### src/hbp_consts.vh
// Constants for the temperature board host register port
`ifndef HBP_CONSTS_VH
`define HBP_CONSTS_VH

`define HBP_OFS_READY        2'h0
`define HBP_OFS_CMD_STAT     2'h1
`define HBP_OFS_RES_LO       2'h2
`define HBP_OFS_RES_HI       2'h3

`define HBP_RDY_CMD_PEND_BIT 0
`define HBP_RDY_DATA_BIT     1

`define HBP_CMD_CHAN_MSB     2
`define HBP_CMD_CHAN_LSB     0
`define HBP_CMD_SCAN_BIT     4
`define HBP_CMD_CODING_BIT   5
`define HBP_CMD_GAIN_BIT     6
`define HBP_CMD_CAL_BIT      7

`define HBP_STAT_ERR_MSB     7
`define HBP_STAT_ERR_LSB     4
`define HBP_STAT_UNIT_BIT    3
`define HBP_STAT_CHAN_MSB    2
`define HBP_STAT_CHAN_LSB    0

`define HBP_ERR_NONE         4'h0
`define HBP_ERR_CAL          4'h8
`define HBP_ERR_RANGE        4'h9
`define HBP_ERR_OPEN         4'ha
`define HBP_ERR_NOT_READY    4'hb
`define HBP_ERR_JUNC_RANGE    4'hc
`define HBP_ERR_JUNC_AND_DATA 4'hd
`define HBP_ERR_JUNC_OR_OPEN  4'he
`define HBP_ERR_BOARD_FAIL   4'hf

`define HBP_CMD_RST          8'h00
`define HBP_RESULT_RST       16'h0000
`define HBP_CHAN_RST         3'h0

`define HBP_CLK_PERIOD_NS    10
`define HBP_ACK_STEP_NS      100
`define HBP_ACK_STEP_CYC     (`HBP_ACK_STEP_NS / `HBP_CLK_PERIOD_NS)

`endif

### src/hbp_host_port.v
// Host bus register port of the temperature measurement board
`timescale 1ns/1ps
`default_nettype none
`include "hbp_consts.vh"

module hbp_host_port (
  input  wire        clk_sys,
  input  wire        rst,
  input  wire        ce,
  // Host system bus
  input  wire [23:0] bus_addr,
  input  wire [15:0] bus_data_in,
  input  wire        mem_rd_n,
  input  wire        mem_wr_n,
  input  wire        io_rd_n,
  input  wire        io_wr_n,
  input  wire        byte_high_en_n,
  output reg  [15:0] bus_data_out,
  output reg         bus_data_oe,
  output reg         xfer_ack_n,
  // Jumpers and switches
  input  wire [23:0] base_addr,
  input  wire        io_space_sel,
  input  wire [2:0]  acknowledge_delay_select,
  input  wire        calib_switch,
  input  wire        unit_fahrenheit,
  input  wire        voltage_input_mode,
  // On-board processor side
  input  wire        cmd_accept,
  input  wire        result_load,
  input  wire        result_raw_sign,
  input  wire [11:0] result_raw_mag,
  input  wire        result_lin_sign,
  input  wire [11:0] result_lin_mag,
  input  wire [3:0]  result_err_code,
  input  wire [2:0]  result_chan,
  input  wire        selftest_done,
  input  wire        selftest_pass,
  output reg  [7:0]  conversion_command,
  output reg         cmd_pending,
  output reg         cmd_written,
  output reg         result_taken,
  output reg         calib_mode,
  output reg         board_ok
);

  localparam [1:0] ST_IDLE = 2'h0;
  localparam [1:0] ST_WAIT = 2'h1;
  localparam [1:0] ST_ACK  = 2'h2;

  reg  [1:0]  state_r;
  reg  [1:0]  state_nxt;
  reg         data_ready_r;
  reg         is_read_r;
  reg         test_seen_r;
  reg         test_fail_r;

  wire        rd_act;
  wire        wr_act;
  wire        hit;
  wire        start;
  wire        lo_en;
  wire        hi_en;
  wire [1:0]  lo_ofs;
  wire [1:0]  hi_ofs;
  wire        cmd_wr_lo;
  wire        cmd_wr_hi;
  wire        cmd_wr;
  wire        res_rd;
  wire        ack_done;
  wire [15:0] res_word;
  wire [3:0]  res_err;
  wire [2:0]  res_chan;
  wire        res_unit;
  wire [3:0]  err_shown;
  wire [7:0]  ready_byte;
  wire [7:0]  status_byte;

  // Strobe family picked by the space jumper
  assign rd_act = io_space_sel ? ~io_rd_n : ~mem_rd_n;
  assign wr_act = io_space_sel ? ~io_wr_n : ~mem_wr_n;

  // I/O space decodes 16 address bits, memory space the full 24
  function addr_match;
    input [23:0] a;
    input [23:0] b;
    input        io;
    begin
      if (io)
        addr_match = (a[15:2] == b[15:2]);
      else
        addr_match = (a[23:2] == b[23:2]);
    end
  endfunction

  assign hit = addr_match(bus_addr, base_addr, io_space_sel);

  assign start = (state_r == ST_IDLE) && (rd_act || wr_act) && hit;

  // Byte lanes: 8-bit cycles use the low lane, 16-bit cycles carry the odd byte high
  assign lo_en  = byte_high_en_n | ~bus_addr[0];
  assign hi_en  = ~byte_high_en_n;
  assign lo_ofs = bus_addr[1:0];
  assign hi_ofs = {bus_addr[1], 1'b1};

  assign cmd_wr_lo = lo_en && (lo_ofs == `HBP_OFS_CMD_STAT);
  assign cmd_wr_hi = hi_en && (hi_ofs == `HBP_OFS_CMD_STAT);
  assign cmd_wr    = start && wr_act && (cmd_wr_lo || cmd_wr_hi);
  assign res_rd    = start && rd_act && ((lo_en && lo_ofs[1]) || (hi_en && hi_ofs[1]));

  // Live faults outrank the code latched with the last result
  assign err_shown = test_fail_r   ? `HBP_ERR_BOARD_FAIL :
                     !test_seen_r  ? `HBP_ERR_NOT_READY :
                     calib_switch  ? `HBP_ERR_CAL :
                     res_err;

  assign ready_byte = {6'h00, data_ready_r, cmd_pending};
  assign status_byte = {err_shown, res_unit, res_chan};

  function [7:0] read_byte;
    input [1:0]  ofs;
    input [7:0]  rdy;
    input [7:0]  stat;
    input [15:0] res;
    begin
      case (ofs)
        `HBP_OFS_READY:    read_byte = rdy;
        `HBP_OFS_CMD_STAT: read_byte = stat;
        `HBP_OFS_RES_LO:   read_byte = res[7:0];
        `HBP_OFS_RES_HI:   read_byte = res[15:8];
        default:           read_byte = 8'h00;
      endcase
    end
  endfunction

  hbp_ack_timer u_ack_timer (
    .clk_sys   (clk_sys),
    .rst       (rst),
    .ce        (ce),
    .start     (start),
    .delay_sel (acknowledge_delay_select),
    .done      (ack_done)
  );

  hbp_result_store u_result_store (
    .clk_sys  (clk_sys),
    .rst      (rst),
    .ce       (ce),
    .load     (result_load),
    .use_raw  (voltage_input_mode),
    .sign_mag (conversion_command[`HBP_CMD_CODING_BIT]),
    .raw_sign (result_raw_sign),
    .raw_mag  (result_raw_mag),
    .lin_sign (result_lin_sign),
    .lin_mag  (result_lin_mag),
    .err_code (result_err_code),
    .chan     (result_chan),
    .unit_f   (unit_fahrenheit),
    .result   (res_word),
    .err      (res_err),
    .chan_q   (res_chan),
    .unit_q   (res_unit)
  );

  always @* begin
    state_nxt = state_r;
    case (state_r)
      ST_IDLE: begin
        if (start)
          state_nxt = ST_WAIT;
      end
      ST_WAIT: begin
        if (ack_done)
          state_nxt = ST_ACK;
      end
      ST_ACK: begin
        // Hold the acknowledge until the host lets go of the strobe
        if (!(rd_act || wr_act))
          state_nxt = ST_IDLE;
      end
      default: state_nxt = ST_IDLE;
    endcase
  end

  // Bus cycle sequencing and answer
  always @(posedge clk_sys or posedge rst) begin
    if (rst) begin
      state_r      <= ST_IDLE;
      is_read_r    <= 1'b0;
      bus_data_out <= 16'h0000;
      bus_data_oe  <= 1'b0;
      xfer_ack_n   <= 1'b1;
    end else if (ce) begin
      state_r <= state_nxt;
      if (start) begin
        is_read_r    <= rd_act;
        // Snapshot taken before the read side effects land
        bus_data_out <= {hi_en ? read_byte(hi_ofs, ready_byte, status_byte, res_word) : 8'h00,
                         lo_en ? read_byte(lo_ofs, ready_byte, status_byte, res_word) : 8'h00};
      end
      if (state_r == ST_WAIT && ack_done) begin
        xfer_ack_n  <= 1'b0;
        bus_data_oe <= is_read_r;
      end else if (state_nxt == ST_IDLE) begin
        xfer_ack_n  <= 1'b1;
        bus_data_oe <= 1'b0;
      end
    end
  end

  // Command register; writes at other offsets fall through untouched
  always @(posedge clk_sys or posedge rst) begin
    if (rst) begin
      conversion_command <= `HBP_CMD_RST;
      cmd_written        <= 1'b0;
      calib_mode         <= 1'b0;
    end else if (ce) begin
      cmd_written <= cmd_wr;
      if (cmd_wr) begin
        conversion_command <= cmd_wr_lo ? bus_data_in[7:0] : bus_data_in[15:8];
        calib_mode         <= cmd_wr_lo ? bus_data_in[`HBP_CMD_CAL_BIT]
                                        : bus_data_in[8 + `HBP_CMD_CAL_BIT];
      end
    end
  end

  // Handshake flags; a set in the same cycle as its clear wins
  always @(posedge clk_sys or posedge rst) begin
    if (rst) begin
      cmd_pending  <= 1'b0;
      data_ready_r <= 1'b0;
      result_taken <= 1'b0;
    end else if (ce) begin
      result_taken <= res_rd;
      if (cmd_wr)
        cmd_pending <= 1'b1;
      else if (cmd_accept)
        cmd_pending <= 1'b0;
      if (result_load)
        data_ready_r <= 1'b1;
      else if (cmd_wr || res_rd)
        data_ready_r <= 1'b0;
    end
  end

  // Self-test outcome is caught once, when the processor reports it done
  always @(posedge clk_sys or posedge rst) begin
    if (rst) begin
      test_seen_r <= 1'b0;
      test_fail_r <= 1'b0;
      board_ok    <= 1'b0;
    end else if (ce) begin
      if (selftest_done && !test_seen_r) begin
        test_seen_r <= 1'b1;
        test_fail_r <= ~selftest_pass;
        board_ok    <= selftest_pass;
      end
    end
  end

endmodule // hbp_host_port
`default_nettype wire

### src/hbp_ack_timer.v
// Transfer acknowledge delay counter
`timescale 1ns/1ps
`default_nettype none
`include "hbp_consts.vh"

module hbp_ack_timer (
  input  wire       clk_sys,
  input  wire       rst,
  input  wire       ce,
  input  wire       start,
  input  wire [2:0] delay_sel,
  output reg        done
);

  reg  [6:0] cnt_r;
  reg        run_r;
  wire [6:0]  load_val;
  wire [31:0] load_full;

  // Step n of the jumper gives (n+1) * 100 ns; two cycles go to the done and acknowledge flops
  assign load_full = ({29'h0, delay_sel} + 32'h1) * `HBP_ACK_STEP_CYC - 32'h2;
  assign load_val  = load_full[6:0];

  always @(posedge clk_sys or posedge rst) begin
    if (rst) begin
      cnt_r <= 7'h00;
      run_r <= 1'b0;
      done  <= 1'b0;
    end else if (ce) begin
      done <= 1'b0;
      if (start) begin
        cnt_r <= load_val;
        run_r <= 1'b1;
      end else if (run_r) begin
        if (cnt_r == 7'h00) begin
          run_r <= 1'b0;
          done  <= 1'b1;
        end else begin
          cnt_r <= cnt_r - 7'h01;
        end
      end
    end
  end

endmodule // hbp_ack_timer
`default_nettype wire

### src/hbp_result_store.v
// Result and status holding registers with output coding
`timescale 1ns/1ps
`default_nettype none
`include "hbp_consts.vh"

module hbp_result_store (
  input  wire        clk_sys,
  input  wire        rst,
  input  wire        ce,
  input  wire        load,
  input  wire        use_raw,
  input  wire        sign_mag,
  input  wire        raw_sign,
  input  wire [11:0] raw_mag,
  input  wire        lin_sign,
  input  wire [11:0] lin_mag,
  input  wire [3:0]  err_code,
  input  wire [2:0]  chan,
  input  wire        unit_f,
  output reg  [15:0] result,
  output reg  [3:0]  err,
  output reg  [2:0]  chan_q,
  output reg         unit_q
);

  wire        src_sign;
  wire [11:0] src_mag;
  wire [12:0] twos;

  assign src_sign = use_raw ? raw_sign : lin_sign;
  assign src_mag  = use_raw ? raw_mag : lin_mag;
  assign twos     = src_sign ? (13'h0000 - {1'b0, src_mag}) : {1'b0, src_mag};

  always @(posedge clk_sys or posedge rst) begin
    if (rst) begin
      result <= `HBP_RESULT_RST;
      err    <= `HBP_ERR_NONE;
      chan_q <= `HBP_CHAN_RST;
      unit_q <= 1'b0;
    end else if (ce && load) begin
      if (sign_mag)
        result <= {{4{src_sign}}, src_mag};
      else
        result <= {{4{twos[12]}}, twos[11:0]};
      err    <= err_code;
      chan_q <= chan;
      unit_q <= unit_f;
    end
  end

endmodule // hbp_result_store
`default_nettype wire

### config.mk
export PLATFORM = sky130hd
export DESIGN_NAME = hbp_host_port
export DESIGN_NICKNAME = d
export VERILOG_FILES = /design/src/hbp_host_port.v /design/src/hbp_ack_timer.v /design/src/hbp_result_store.v
export VERILOG_INCLUDE_DIRS = /design/src /design/src/src
export SDC_FILE = /design/constraint.sdc
export NUM_CORES = 1
export LEC_CHECK = 0
export ABC_AREA = 1
export BUFFER_PORTS_ARGS = -buffer_cell sky130_fd_sc_hd__buf_2
export CAP_MARGIN = 20
export CORE_AREA = 4 4 104 106
export DETAILED_ROUTE_END_ITERATION = 8
export DIE_AREA = 0 0 108 110
export GPL_TIMING_DRIVEN = 0
export PLACE_DENSITY = 0.71
export SLEW_MARGIN = 15
export SYNTH_ARGS = -nofsm -noshare
export SYNTH_HDL_FRONTEND = slang
export SYNTH_SLANG_ARGS = --single-unit
export TNS_END_PERCENT = 100
### constraint.sdc
create_clock -name clk_sys -period 2.41 [get_ports clk_sys]
set_input_delay 0.482 -clock clk_sys [delete_from_list [all_inputs] [get_ports clk_sys]]
set_output_delay 0.482 -clock clk_sys [all_outputs]
set_load 0.01 [all_outputs]
### Word level (Yosys, flattened, before mapping)

Index checks and enable logic that the tools add are counted.

* word-level logic and storage cells: 114
* output and inout bits: 31
* register bits: 70
* input port bits: 116

* equal/unequal tests: 8
* $add $sub $neg: 4
* bitwise logic cells: 9
* multiply operators: 1
* reduce and logical (&&, ||, !) cells: 34
* muxes and demuxes: 37

Operators with widths (number)
* 32-bit by 3-bit multiplier with 6-bit output, second input constant: 1
* 8-bit one-hot mux with 4 select lines: 1
* 8-bit 2-to-1 mux: 3
* 8-bit one-hot mux with 3 select lines: 1
* 22-bit == test: 1
* 7-bit 2-to-1 mux: 3
* 1-bit 2-to-1 mux: 19
* 16-bit 2-to-1 mux: 1
* 14-bit == test: 1
* 1-bit logical AND: 13
* 13-bit 2-to-1 mux: 1
* 1-bit by 12-bit subtractor with 13-bit output, first input constant: 1
* 12-bit 2-to-1 mux: 1
* 4-bit 2-to-1 mux: 3
* 2-bit AND reduction: 6
* 2-bit zero test: 4
* 1-bit NOT: 8
* 2-bit nonzero test: 4
* 7-bit zero test: 1
* 7-bit by 1-bit subtractor with 7-bit output, second input constant: 1
* 7-bit by 2-bit subtractor with 7-bit output, second input constant: 1
* 2-bit == test, second input constant: 3
* 2-bit 2-to-1 mux: 3
* 2-bit one-hot mux with 3 select lines: 1
* 7 further kinds: 11

### Logic depth before layout (Yosys ltp)

Gate-level depths: netlist of run 1.

* word-level depth: 10
* depth in mapped cells: 14

### By module

Synthesis of run 1 repeated with hierarchy kept, for this count alone.

* cell total of the unflattened synthesis: 657
* area total of the unflattened synthesis: 4610.7 um^2

Modules (own cells, without submodules)
* hbp_host_port: times used 1, cells an instance 336, area each 2343.5 um^2, sequential area each 902.1 um^2
* hbp_result_store: times used 1, cells an instance 205, area each 1431.4 um^2, sequential area each 525.5 um^2
* hbp_ack_timer: times used 1, cells an instance 116, area each 835.8 um^2, sequential area each 225.2 um^2

### Least setup slack after synthesis of run 1

Ideal clock, no wire load.

* path kind: input -> register
* from: in acknowledge_delay_select[0]
* to: reg u_ack_timer.cnt_r[5]
* stages: 10
* data arrival time: 1914 ps
* path buffers: 0
* library setup time: 65 ps
* setup slack: 431 ps
* cells stage by stage: ha_1 > ha_1 > ha_1 > xnor2_1 > xnor2_1 > xnor2_1 > nand2_1 > nand2_1 > nand2_1 > nand2_1

* cells in the longest elaborated chain, start to end: 4

RTL lines
* start, declared: RTL line hbp_host_port.v:24 `input wire [2:0] acknowledge_delay_select,`
* 3-bit by 1-bit adder with 4-bit output: RTL line hbp_ack_timer.v:21 `` assign load_full = ({29'h0, delay_sel} + 32'h1) * `HBP_ACK_STEP_CYC - 32'h2; ``
* 32-bit by 3-bit multiplier with 6-bit output (no source line)
* 7-bit by 2-bit subtractor with 7-bit output: RTL line hbp_ack_timer.v:21
* 7-bit 2-to-1 mux: RTL line hbp_ack_timer.v:31 `if (start) begin`
* end signal, assigned: RTL line hbp_ack_timer.v:32 `cnt_r <= load_val;`
* end signal, assigned: RTL line hbp_ack_timer.v:39 `cnt_r <= cnt_r - 7'h01;`
* end, declared: RTL line hbp_ack_timer.v:15 `reg [6:0] cnt_r;`

No other way between the ends.
A chain may end at the register's enable or synchronous reset.

### Final worst setup path of run 1

Same ends and word-level chain as after synthesis.

==> qor.yml, run 1 <==
route:
  num_vias: 4240
  drt-pass1-iter-count: 6
  routed_wl_um: 11100
  wl_per_cell_um: 12.1
  antenna_left: 0
  vias_per_cell: 4.63
  drt_iter0_markers: 161
  remaining_drc_errors: 0
job:
  drv_cap: 0
timing:
  max_clock_freq_mhz: 531
  max_slew.worst_pin.slew_ns: 0.684
  fin_crit_ns: 1.88
  tns_ns: 0
  holdWs_ns: 0.115
  max-slew-margin-rel_pct: 54.3
  fin_ws_ns: 0.526
  hold_violations: 0
  report.final.slew_viol_count: 0
  period_share_pct: 78.2
  clock_skew_ns: 0.00574
  rsz0062_at_grt: "no"
  setup_viol: 0
layout:
  instances_no_fill: 916
  fill_cells: 965
  multi_input_area_um2: 2310
  drive_gt1_share_pct: 26.3
  area_growth_pct: 25.8
  fin_util_pct: 55.9
  design_area_um2: 5460
  ff_latch_area_um2: 1650
  nets: 900
floorplan:
  row_count: 36
  io_pins: 147
  dieArea_um2: 11900
  die_h_um: 110
  start_util_pct: 44.4
  die_w_um: 108
  core-area_um2: 9770
clocking:
  cts.clk_slew.worst_paths_ns: 0.07
  cts.sinks: 66
  cts_root_buf: "clkbuf_8"
  clk_latency_ns: 0.35
  post-cts-setup-buffers: 0
  cts_hold_buf: 0
  htree_levels: 3
  cts_buffers: 9
  cts_tree: "yes"
  cts_buffer_depth: 2
  postCtsResizedCells: 0
worst_setup_path:
  startpoint_type: "primary input"
  arrival_ns: 2.17
  cp-end-kind: "flop"
  worstSetupPathType: "primary input to flop"
  cp.required_ns: 2.70
  cp_max_fo: 4
yosys:
  synth.distinct_cells: 36
  ys_seq_area_share_pct: 38.1
  avgSynthCellArea_um2: 6.96
  synth.mux.area_fraction_pct: 2.31
  synthSimpleGateAreaFrac_pct: 34.2
  syn_inst: 623
  synthXorXnorAreaFrac_pct: 6.06
  synth_nets: 746
  synthAdderAreaFrac_pct: 2.02
  netlist_area_um2: 4340
  yosysWarnings: 0
  ys_seq_elements: 66
  synth-compound-area-share_pct: 8.68
  synth_top_family_by_area: "simple AND/OR/NAND/NOR gates"
pwr:
  pwr-share-comb_pct: 19.2
  clockPowerShare_pct: 36.9
  leakagePower_nw: 3.13
  p_switching_uw: 770
  p_sw_share_pct: 27.7
  peakVddDrop_mv: 0.286
  seqPwrFrac_pct: 43.8
  p_int_mw: 2.01
  finalPower_mw: 2.78
  p_per_area_nw_per_um2: 510
worst_hold_path:
  worst_hold_path_type: "primary input to asynchronous set/reset pin"
place:
  dpl.hpwl_um: 9150
  gp_congestion: 0.844
  place_ws_ns: 0.149
  port_buffers: 142
  post_dp_cell_area_um2: 5240
  numPlacedInstances: 899
global_routing:
  gr-total-overflow: 0
  antenna_found_initial: 1
  grt_pass1_wl_um: 18600
  grt_max_degree: 39
  gr-usage-all-layers_pct: 19.4
  grt_pass1_vias: 4282
status:
  status: "completed"
==> cell usage after synthesis <==
cell type    n  area share, %
buf_2        3           0.35
inv_1       67            5.8
clkbuf_1     6           0.52
o21ai_2     14            2.8
or2_2        1           0.14
mux2_2       8            2.1
ha_1         7            2.0
nor2_4       2           0.52
nor2_2       1           0.14
a21oi_1      6           0.69
o21a_1       1           0.17
or2_0        1           0.14
nand2_2      3           0.43
inv_2        3           0.26
o211ai_1     6            1.0
o22ai_1      1           0.14
xor2_1      14            2.8
nand3_1     28            3.2
buf_6        4            1.0
nand4_1      6           0.87
a31oi_1      2           0.29
o21ai_0     21            2.4
a211oi_2     1           0.29
dfrtp_1     65             37
o21ai_1      7           0.81
nor2_1      46            4.0
mux2i_1      1           0.23
dfstp_2      1           0.61
nand3b_1     2           0.35
nor4_1       1           0.14
nand2_1    267             23
nand2_4      2           0.52
buf_4        4           0.69
xnor2_1     16            3.2
or2_1        1           0.14
nor3_1       4           0.46
==> layout make-up <==
type,count,share of cell area [%]
multi-input combinational,470,42.3
clock inverter,5,1.42
timing repair buffer,143,13.4
inverter,70,4.86
buffer,17,2.06
clock buffer,11,2.59
sequential,66,30.3
antenna,1,0.0458
tap,133,3.05
==> cell families (layout without fill, tap and decap cells) <==
| group | count (synthesis) | after routing |
|---|---|---|
| xor gates and xnor gates | 30 | 30 |
| muxes | 9 | 9 |
| and+or+nand+nor | 365 | 365 |
| DFF | 66 | 66 |
| adders and majority gates | 7 | 7 |
| other | 0 | 1 |
| AOI/OAI and AO/OA | 59 | 59 |
| buffers and inverters | 87 | 246 |
==> power by group through the flow <==
stage	logic, mW	registers [mW]	clock network [mW]
after floorplan	0.351	1.23	0
after global placement	0.516	1.24	0
after detailed placement	0.537	1.24	0
after CTS	0.541	1.22	1.05
after global routing	0.614	1.22	1.11
final	0.534	1.22	1.03
==> placed cells by master, fill, tap and decap left out, types with 2 or more instances in the layout <==
cell / netlist / final
nand2_1: 267 / 267
buf_2: 3 / 145
inv_1: 67 / 66
dfrtp_1: 65 / 65
nor2_1: 46 / 46
nand3_1: 28 / 28
o21ai_0: 21 / 21
xnor2_1: 16 / 16
xor2_1: 14 / 14
o21ai_2: 14 / 14
clkbuf_8: 0 / 10
mux2_2: 8 / 8
clkbuf_1: 6 / 7
o21ai_1: 7 / 7
ha_1: 7 / 7
nand4_1: 6 / 6
o211ai_1: 6 / 6
a21oi_1: 6 / 6
buf_4: 4 / 4
nor3_1: 4 / 4
buf_6: 4 / 4
inv_2: 3 / 3
nand2_2: 3 / 3
nand3b_1: 2 / 2
a31oi_1: 2 / 2
nor2_4: 2 / 2
nand2_4: 2 / 2
clkinv_2: 0 / 2
bufinv_16: 0 / 2
==> sequential cells by signal, indices dropped and copies added, names as in the netlist <==
register               flops
u_result_store.err         4
u_ack_timer.run_r          1
u_result_store.chan_q      3
test_seen_r                1
result_taken               1
cmd_written                1
u_result_store.unit_q      1
data_ready_r               1
state_r                    2
bus_data_oe                1
u_result_store.result     13
is_read_r                  1
xfer_ack_n                 1
test_fail_r                1
cmd_pending                1
u_ack_timer.cnt_r          7
bus_data_out              16
u_ack_timer.done           1
board_ok                   1
conversion_command         8
==> layer usage <==
layer	GRT usage, %	part of all wire, %	up-vias	routed length [um]
met4	6.13	1.6	2	174
met3	4.66	5.6	19	621
met1	24.0	45	1869	4980
met5	0	0.12	-	13
li1	-	-	2241	-
met2	33.6	48	109	5320
==> final timing paths <==
kind	start	end	slack [ns]	depth (start not counted)
min	rst	conversion_command[3]$_DFFE_PP0P_	0.11	2
min in group clk_sys	result_err_code[1]	u_result_store.err[1]$_DFFE_PP0P_	0.33	3
max in group asynchronous	rst	xfer_ack_n$_DFFE_PP1P_	1.72	3
max reg2reg	state_r[1]$_DFFE_PP0P_	u_ack_timer.cnt_r[5]$_DFFE_PP0P_	0.75	10
min reg2reg	conversion_command[0]$_DFFE_PP0P_	conversion_command[0]$_DFFE_PP0P_	0.48	2
max	acknowledge_delay_select[0]	u_ack_timer.cnt_r[5]$_DFFE_PP0P_	0.53	12
==> critical path, stage by stage <==
cell and delay (ns):
buf_2 0.13, ha_1 0.24, xor2_1 0.28, ha_1 0.20, ha_1 0.24, nor2_1 0.11
nand2_1 0.06, xnor2_1 0.17, nand2_1 0.07, nand2_1 0.07, nand2_1 0.05, nand2_1 0.06
No activity file was read; power rests on OpenSTA's default activity.
==> run 2, diff against run 1 <==
Settings changed: PLACE_DENSITY 0.71 to 0.74.
Clock period 2.41 ns to 1.7 ns, I/O delays scaled along.
==> qor.yml, run 2 (synthesis gave the netlist of run 1 again) <==
worst_setup_path:
  worstRegToRegCells: 10  # unchanged
  cp-end-kind: "flop"
  cpMaxStageDelayCell: "ha_2"
  crit_start: "acknowledge_delay_select[0]"
  cp_slowest_stage_delay_ns: 0.19  # -0.09 ns
  arrival_ns: 1.92  # -0.25 ns
  cpMostUsedCell: "nand2_1"
  r2r_slack_ns: 0.14  # -0.61 ns
  cp_max_fo: 4  # unchanged
  critPathTopFamily: "XOR/XNOR gates"
  startpoint_type: "primary input"
  worstSetupPathType: "primary input to flop"
  cp.required_ns: 1.97  # -0.73 ns
  critPathBufInv: 1  # unchanged
  cp.depth: 12  # unchanged
  path_cells: "buf_2 > ha_4 > xor2_2 > ha_2 > ha_4 > xnor2_2 > xnor2_1 > xnor2_1 > nand2_1 > nand2_1 > nand2_1 > nand2_1"
  r2r_start: "state_r[1]$_DFFE_PP0P_"
place:
  dpl.hpwl_um: 9220  # +0.73%
  gp_congestion: 0.868  # +2.9%
  place_ws_ns: -0.330  # -0.479 ns
  port_buffers: 142  # unchanged
route:
  wl_per_cell_um: 12.2  # +0.98%
  routed_wl_um: 11200  # +1.2%
  drt-pass1-iter-count: 6  # unchanged
  antenna_left: 0  # unchanged
  num_vias: 4334  # +2.2%
  remaining_drc_errors: 0  # unchanged
  drt_iter0_markers: 151  # -6.2%
  vias_per_cell: 4.72  # +2.0%
layout:
  regMostFlops: "bus_data_out"
  largest_reg_flops: 16  # unchanged
  n_antenna_cell: 0  # -1
  fill_cells: 945  # -2.1%
  nets: 904  # +0.44%
  multi_input_area_um2: 2410  # +4.3%
  area_growth_pct: 28.2
  fin_util_pct: 56.9  # +1.0 points
  largestRegisters: "bus_data_out: 16 flops, u_result_store.result: 13 flops, conversion_command: 8 flops"
  drive_gt1_share_pct: 28.4  # +2.1 points
  ff_latch_area_um2: 1650  # unchanged
  layout_commonest_cell: "nand2_1"
  final_cell_mix: "266 x nand2_1, 144 x buf_2, 65 x inv_1, 65 x dfrtp_1, 44 x nor2_1"
global_routing:
  grt_pass1_wl_um: 18700  # about the same
  gr-usage-all-layers_pct: 19.4  # -0.028 points
  antenna_found_initial: 1  # unchanged
  grt_pass1_vias: 4236  # -1.1%
  gr-total-overflow: 0  # unchanged
  grt_max_degree: 36  # -7.7%
clocking:
  cts_tree: "yes"
  clk_latency_ns: 0.34  # about the same
  cts.sinks: 66  # unchanged
  htree_levels: 3  # unchanged
  cts.clk_slew.worst_paths_ns: 0.07  # about the same
  cts_buffer_depth: 2  # unchanged
  cts_hold_buf: 0  # unchanged
  cts_buffers: 9  # unchanged
  cts_root_buf: "clkbuf_8"
pwr:
  peakVddDrop_mv: 0.316  # +10%
  p_per_area_nw_per_um2: 685  # +34%
  leakagePower_nw: 3.15  # +0.41%
floorplan:
  dieArea_um2: 11900  # unchanged
  io_pins: 147  # unchanged
  row_count: 36  # unchanged
  start_util_pct: 44.4  # unchanged
  die_w_um: 108  # unchanged
  die_h_um: 110  # unchanged
  core-area_um2: 9770  # unchanged
timing:
  report.final.slew_viol_count: 0  # unchanged
  max_slew.worst_pin.slew_ns: 0.706  # +0.0214 ns
  fin_crit_ns: 1.64
  clock_skew_ns: 0.00783  # +0.00208 ns
  tns_ns: 0  # unchanged
  max_clock_freq_mhz: 608
  period_share_pct: 96.7
  max-slew-margin-rel_pct: 52.9  # -1.4 points
  fin_ws_ns: 0.0563  # -0.469 ns
  holdWs_ns: 0.103  # -0.0112 ns
  hold_violations: 0  # unchanged
  setup_viol: 0  # unchanged
worst_hold_path:
  worst_hold_path_type: "primary input to asynchronous set/reset pin"
status:
  status: "completed"
job:
  drv_cap: 0  # unchanged
## run 2: layer usage
layer	global-route usage [%]	vias up	part of all wire, %
met1	24.7	1940	45
met5	0	-	0.062
li1	-	2255	-
met4	6.58	2	2.3
met2	33.3	113	48
met3	3.49	24	5.1
## run 2: where the power goes
part           switching, mW  leakage, nW  total [mW]  internal, mW
Sequential            0.0617        0.859        1.73          1.67
Combinational          0.455         2.19       0.811         0.355
Clock                  0.566       0.0962        1.27         0.706
Total                   1.08         3.15        3.81          2.73
## run 2: layout make-up
cell class	count	share of cell area [%]
sequential	66	29.7
timing repair buffer	147	13.7
tap	133	2.99
buffer	17	2.14
clock inverter	3	0.720
multi-input combinational	470	43.3
inverter	70	4.84
clock buffer	12	2.61
## run 2: worst paths after layout
kind,to
worst max-delay path,u_ack_timer.cnt_r[5]$_DFFE_PP0P_
worst min-delay path,bus_data_out[12]$_DFFE_PP0P_
worst max register to register,u_ack_timer.cnt_r[5]$_DFFE_PP0P_
worst min register to register,cmd_written$_DFFE_PP0P_
max in group asynchronous,u_result_store.result[1]$_DFFE_PP0P_
min in group clk_sys,u_result_store.err[1]$_DFFE_PP0P_
## run 2: per-stage QoR
stage,instance area (um^2),total power [mW],instances
floorplan,4400,2.26,623
global route,5560,4.05,918
CTS,5480,3.83,914
finish,5560,3.81,918
global placement,5270,2.51,898
detailed placement,5290,2.54,899
## run 2: repair_timing
action / CTS / global route
resized for setup: 0 / 17
setup endpoints to repair: 0 / 39
endpoints found under the hold margin: 0 / 0
setup buffers: 0 / 4
## run 2: worst register-to-register path, stage by stage (launching register included)
cell and delay, ns:
dfrtp_1 0.42, nor3_2 0.16, nand3_1 0.08, nor2_1 0.11
nand2_1 0.09, nor2_4 0.15, nand2_4 0.12, nand2_8 0.12
buf_4 0.12, nand2_1 0.05, nand2_1 0.06
==> run 3, diff against run 2 <==
Settings changed: MAX_ROUTING_LAYER from default to met4, RECOVER_POWER from default to 50.
==> qor.yml, run 3 (synthesis gave the netlist of run 1 again) <==
timing:
  rsz0062_at_grt: "yes"
  fin_crit_ns: 1.69  # +0.0441 ns
  max_clock_freq_mhz: 592  # -2.6%
  clock_skew_ns: 0.0104  # +0.00259 ns
  period_share_pct: 99.3  # +2.6 points
  fin_ws_ns: 0.0122  # -0.0441 ns
  setup_viol: 0  # unchanged
  tns_ns: 0  # unchanged
  max-slew-margin-rel_pct: 1.54  # -51 points
  hold_violations: 0  # unchanged
  report.final.slew_viol_count: 0  # unchanged
  max_slew.worst_pin.slew_ns: 1.47  # +0.763 ns
layout:
  largest_reg_flops: 16  # unchanged
  drive_gt1_share_pct: 28.2  # -0.20 points
  final_cell_mix: "264 x nand2_1, 143 x buf_2, 66 x inv_1"
  nets: 905  # +0.11%
  area_growth_pct: 28.6
  layout_commonest_cell: "nand2_1"
  n_antenna_cell: 0  # unchanged
  regMostFlops: "bus_data_out"
  instances_no_fill: 920  # +0.22%
  largestRegisters: "bus_data_out: 16 flops, u_result_store.result: 13 flops, conversion_command: 8 flops"
worst_setup_path:
  critPathBufInv: 2  # +1
  cp-end-kind: "flop"
  r2r_slack_ns: 0.12  # -0.02 ns
  reg2reg_to: "bus_data_out[2]$_DFFE_PP0P_"
  cpMaxStageDelayCell: "ha_1"
  worstSetupPathType: "primary input to flop"
  cp_max_fo: 10  # +6
  startpoint_type: "primary input"
  cp_slowest_stage_delay_ns: 0.25  # +0.06 ns
  worstRegToRegCells: 9  # -1
  arrival_ns: 1.90  # -0.02 ns
  r2r_start: "state_r[0]$_DFFE_PP0P_"
  cp.required_ns: 1.91  # -0.06 ns
  cp.depth: 10  # -2
  critPathTopFamily: "compound AO/OA/AOI/OAI gates"
  endpoint: "u_result_store.result[14]$_DFFE_PP0P_"
  path_cells: "buf_4 > buf_6 > nand2_1 > o21ai_1 > ha_1 > nand3_1 > nor2_1 > nand3_1 > o21ai_0 > o21ai_0"
  crit_start: "voltage_input_mode"
route:
  num_vias: 4358  # +0.55%
  antenna_left: 0  # unchanged
  drt_iter0_markers: 161  # +6.6%
  routed_wl_um: 11300  # +0.69%
  drt-pass1-iter-count: 4  # -2
  vias_per_cell: 4.74  # +0.34%
  wl_per_cell_um: 12.3  # +0.48%
  remaining_drc_errors: 0  # unchanged
global_routing:
  gr-usage-all-layers_pct: 19.9  # +0.52 points
  gr-total-overflow: 0  # unchanged
  antenna_found_initial: 0  # -1
  grt_max_degree: 36  # unchanged
  grt_pass1_vias: 4141  # -2.2%
  grt_pass1_wl_um: 18400  # -1.4%
worst_hold_path:
  worst_hold_path_type: "primary input to flop"
  hold_path_depth: 3
floorplan:
  io_pins: 147  # unchanged
  die_w_um: 108  # unchanged
  row_count: 36  # unchanged
  start_util_pct: 44.4  # unchanged
  die_h_um: 110  # unchanged
  dieArea_um2: 11900  # unchanged
  core-area_um2: 9770  # unchanged
place:
  gp_congestion: 0.874  # +0.73%
  dpl.hpwl_um: 9260  # +0.40%
  place_ws_ns: -0.361  # -0.0305 ns
  numPlacedInstances: 899  # unchanged
  port_buffers: 142  # unchanged
clocking:
  cts_buffers: 9  # unchanged
  clk_latency_ns: 0.34  # about the same
  cts.sinks: 66  # unchanged
  cts.clk_slew.worst_paths_ns: 0.06  # about the same
  cts_buffer_depth: 2  # unchanged
  cts_root_buf: "clkbuf_8"
  htree_levels: 3  # unchanged
  cts_hold_buf: 0  # unchanged
  cts_tree: "yes"
pwr:
  p_per_area_nw_per_um2: 656  # -4.3%
  peakVddDrop_mv: 0.318  # +0.93%
  leakagePower_nw: 3.15  # about the same
status:
  status: "finished, violations left"
  violations: "capacitance limit"
job:
  drv_cap: 1  # +1
[run 3: changes by cell type in the layout (fill, tap and decap cells not counted), sizes merged]
| cell | before | now |
|---|---|---|
| bufinv | 1 | 0 |
| clkinv | 2 | 3 |
| buf | 158 | 159 |
| clkbuf | 18 | 19 |
[run 3: worst min-delay path by stage]
stage	endpoint	from	slack, ns
2_1_floorplan	u_ack_timer.cnt_r[6]$_DFFE_PP0P_	u_ack_timer.cnt_r[6]$_DFFE_PP0P_	0.44
3_3_place_gp	u_ack_timer.cnt_r[6]$_DFFE_PP0P_	u_ack_timer.cnt_r[6]$_DFFE_PP0P_	0.46
3_5_place_dp	cmd_written$_DFFE_PP0P_	cmd_written$_DFFE_PP0P_	0.46
4_1_cts	conversion_command[7]$_DFFE_PP0P_	rst	0.12
5_1_grt	u_result_store.err[3]$_DFFE_PP0P_	result_err_code[3]	0.18
6_report	u_result_store.err[2]$_DFFE_PP0P_	result_err_code[2]	0.20
[run 3: what timing repair did]
action | in CTS | in global routing
resized for setup | 1 | 19
pin swaps | 0 | 18
buffers inserted | 0 | 5
endpoints found under the setup margin | 1 | 36
[run 3: area by class of cell]
cell class                      count  area [um^2]
Timing Repair Buffer              148          783
Clock inverter                      3         15.0
Multi-Input combinational cell    470         2420
Inverter                           70          267
Sequential cell                    66         1650
Buffer                             17          123
Tap cell                          133          166
Fill cell                         968         4200
Clock buffer                       13          149
[run 3: metal layers]
layer  vias to the layer above  track usage [%]  share of wire [%]
li1                       2249                -                  -
met1                      1984             23.3                 43
met2                       105             34.5                 50
met3                        20             4.95                5.9
met4                         0             5.32                1.8
met5                         -                -                  0
[run 3: metrics by stage]
step	power (mW)	util [%]	cell area [um^2]	hold slack (ns)
after floorplan	2.26	-	4400	0.442
after global placement	2.51	54.0	5270	0.458
after detailed placement	2.54	54.2	5290	0.461
after CTS	3.68	55.8	5460	0.124
after global routing	3.88	57.1	5580	0.185
final	3.66	57.1	5580	0.196
[run 3: worst register-to-register path, stage by stage (launching register included)]
cell and delay [ns]:
dfrtp_1 0.41, nor3_2 0.17, nand3_1 0.08, nor2_1 0.11
nand2_1 0.09, nor2_4 0.19, nand2_4 0.13, buf_6 0.17
nand2_1 0.08, o21ai_2 0.05
[run 3: power by group]
part	internal, mW	leakage [nW]	switching [mW]
logic	0.352	2.20	0.451
clock network	0.563	0.0872	0.564
registers	1.67	0.858	0.0614
total	2.58	3.15	1.08
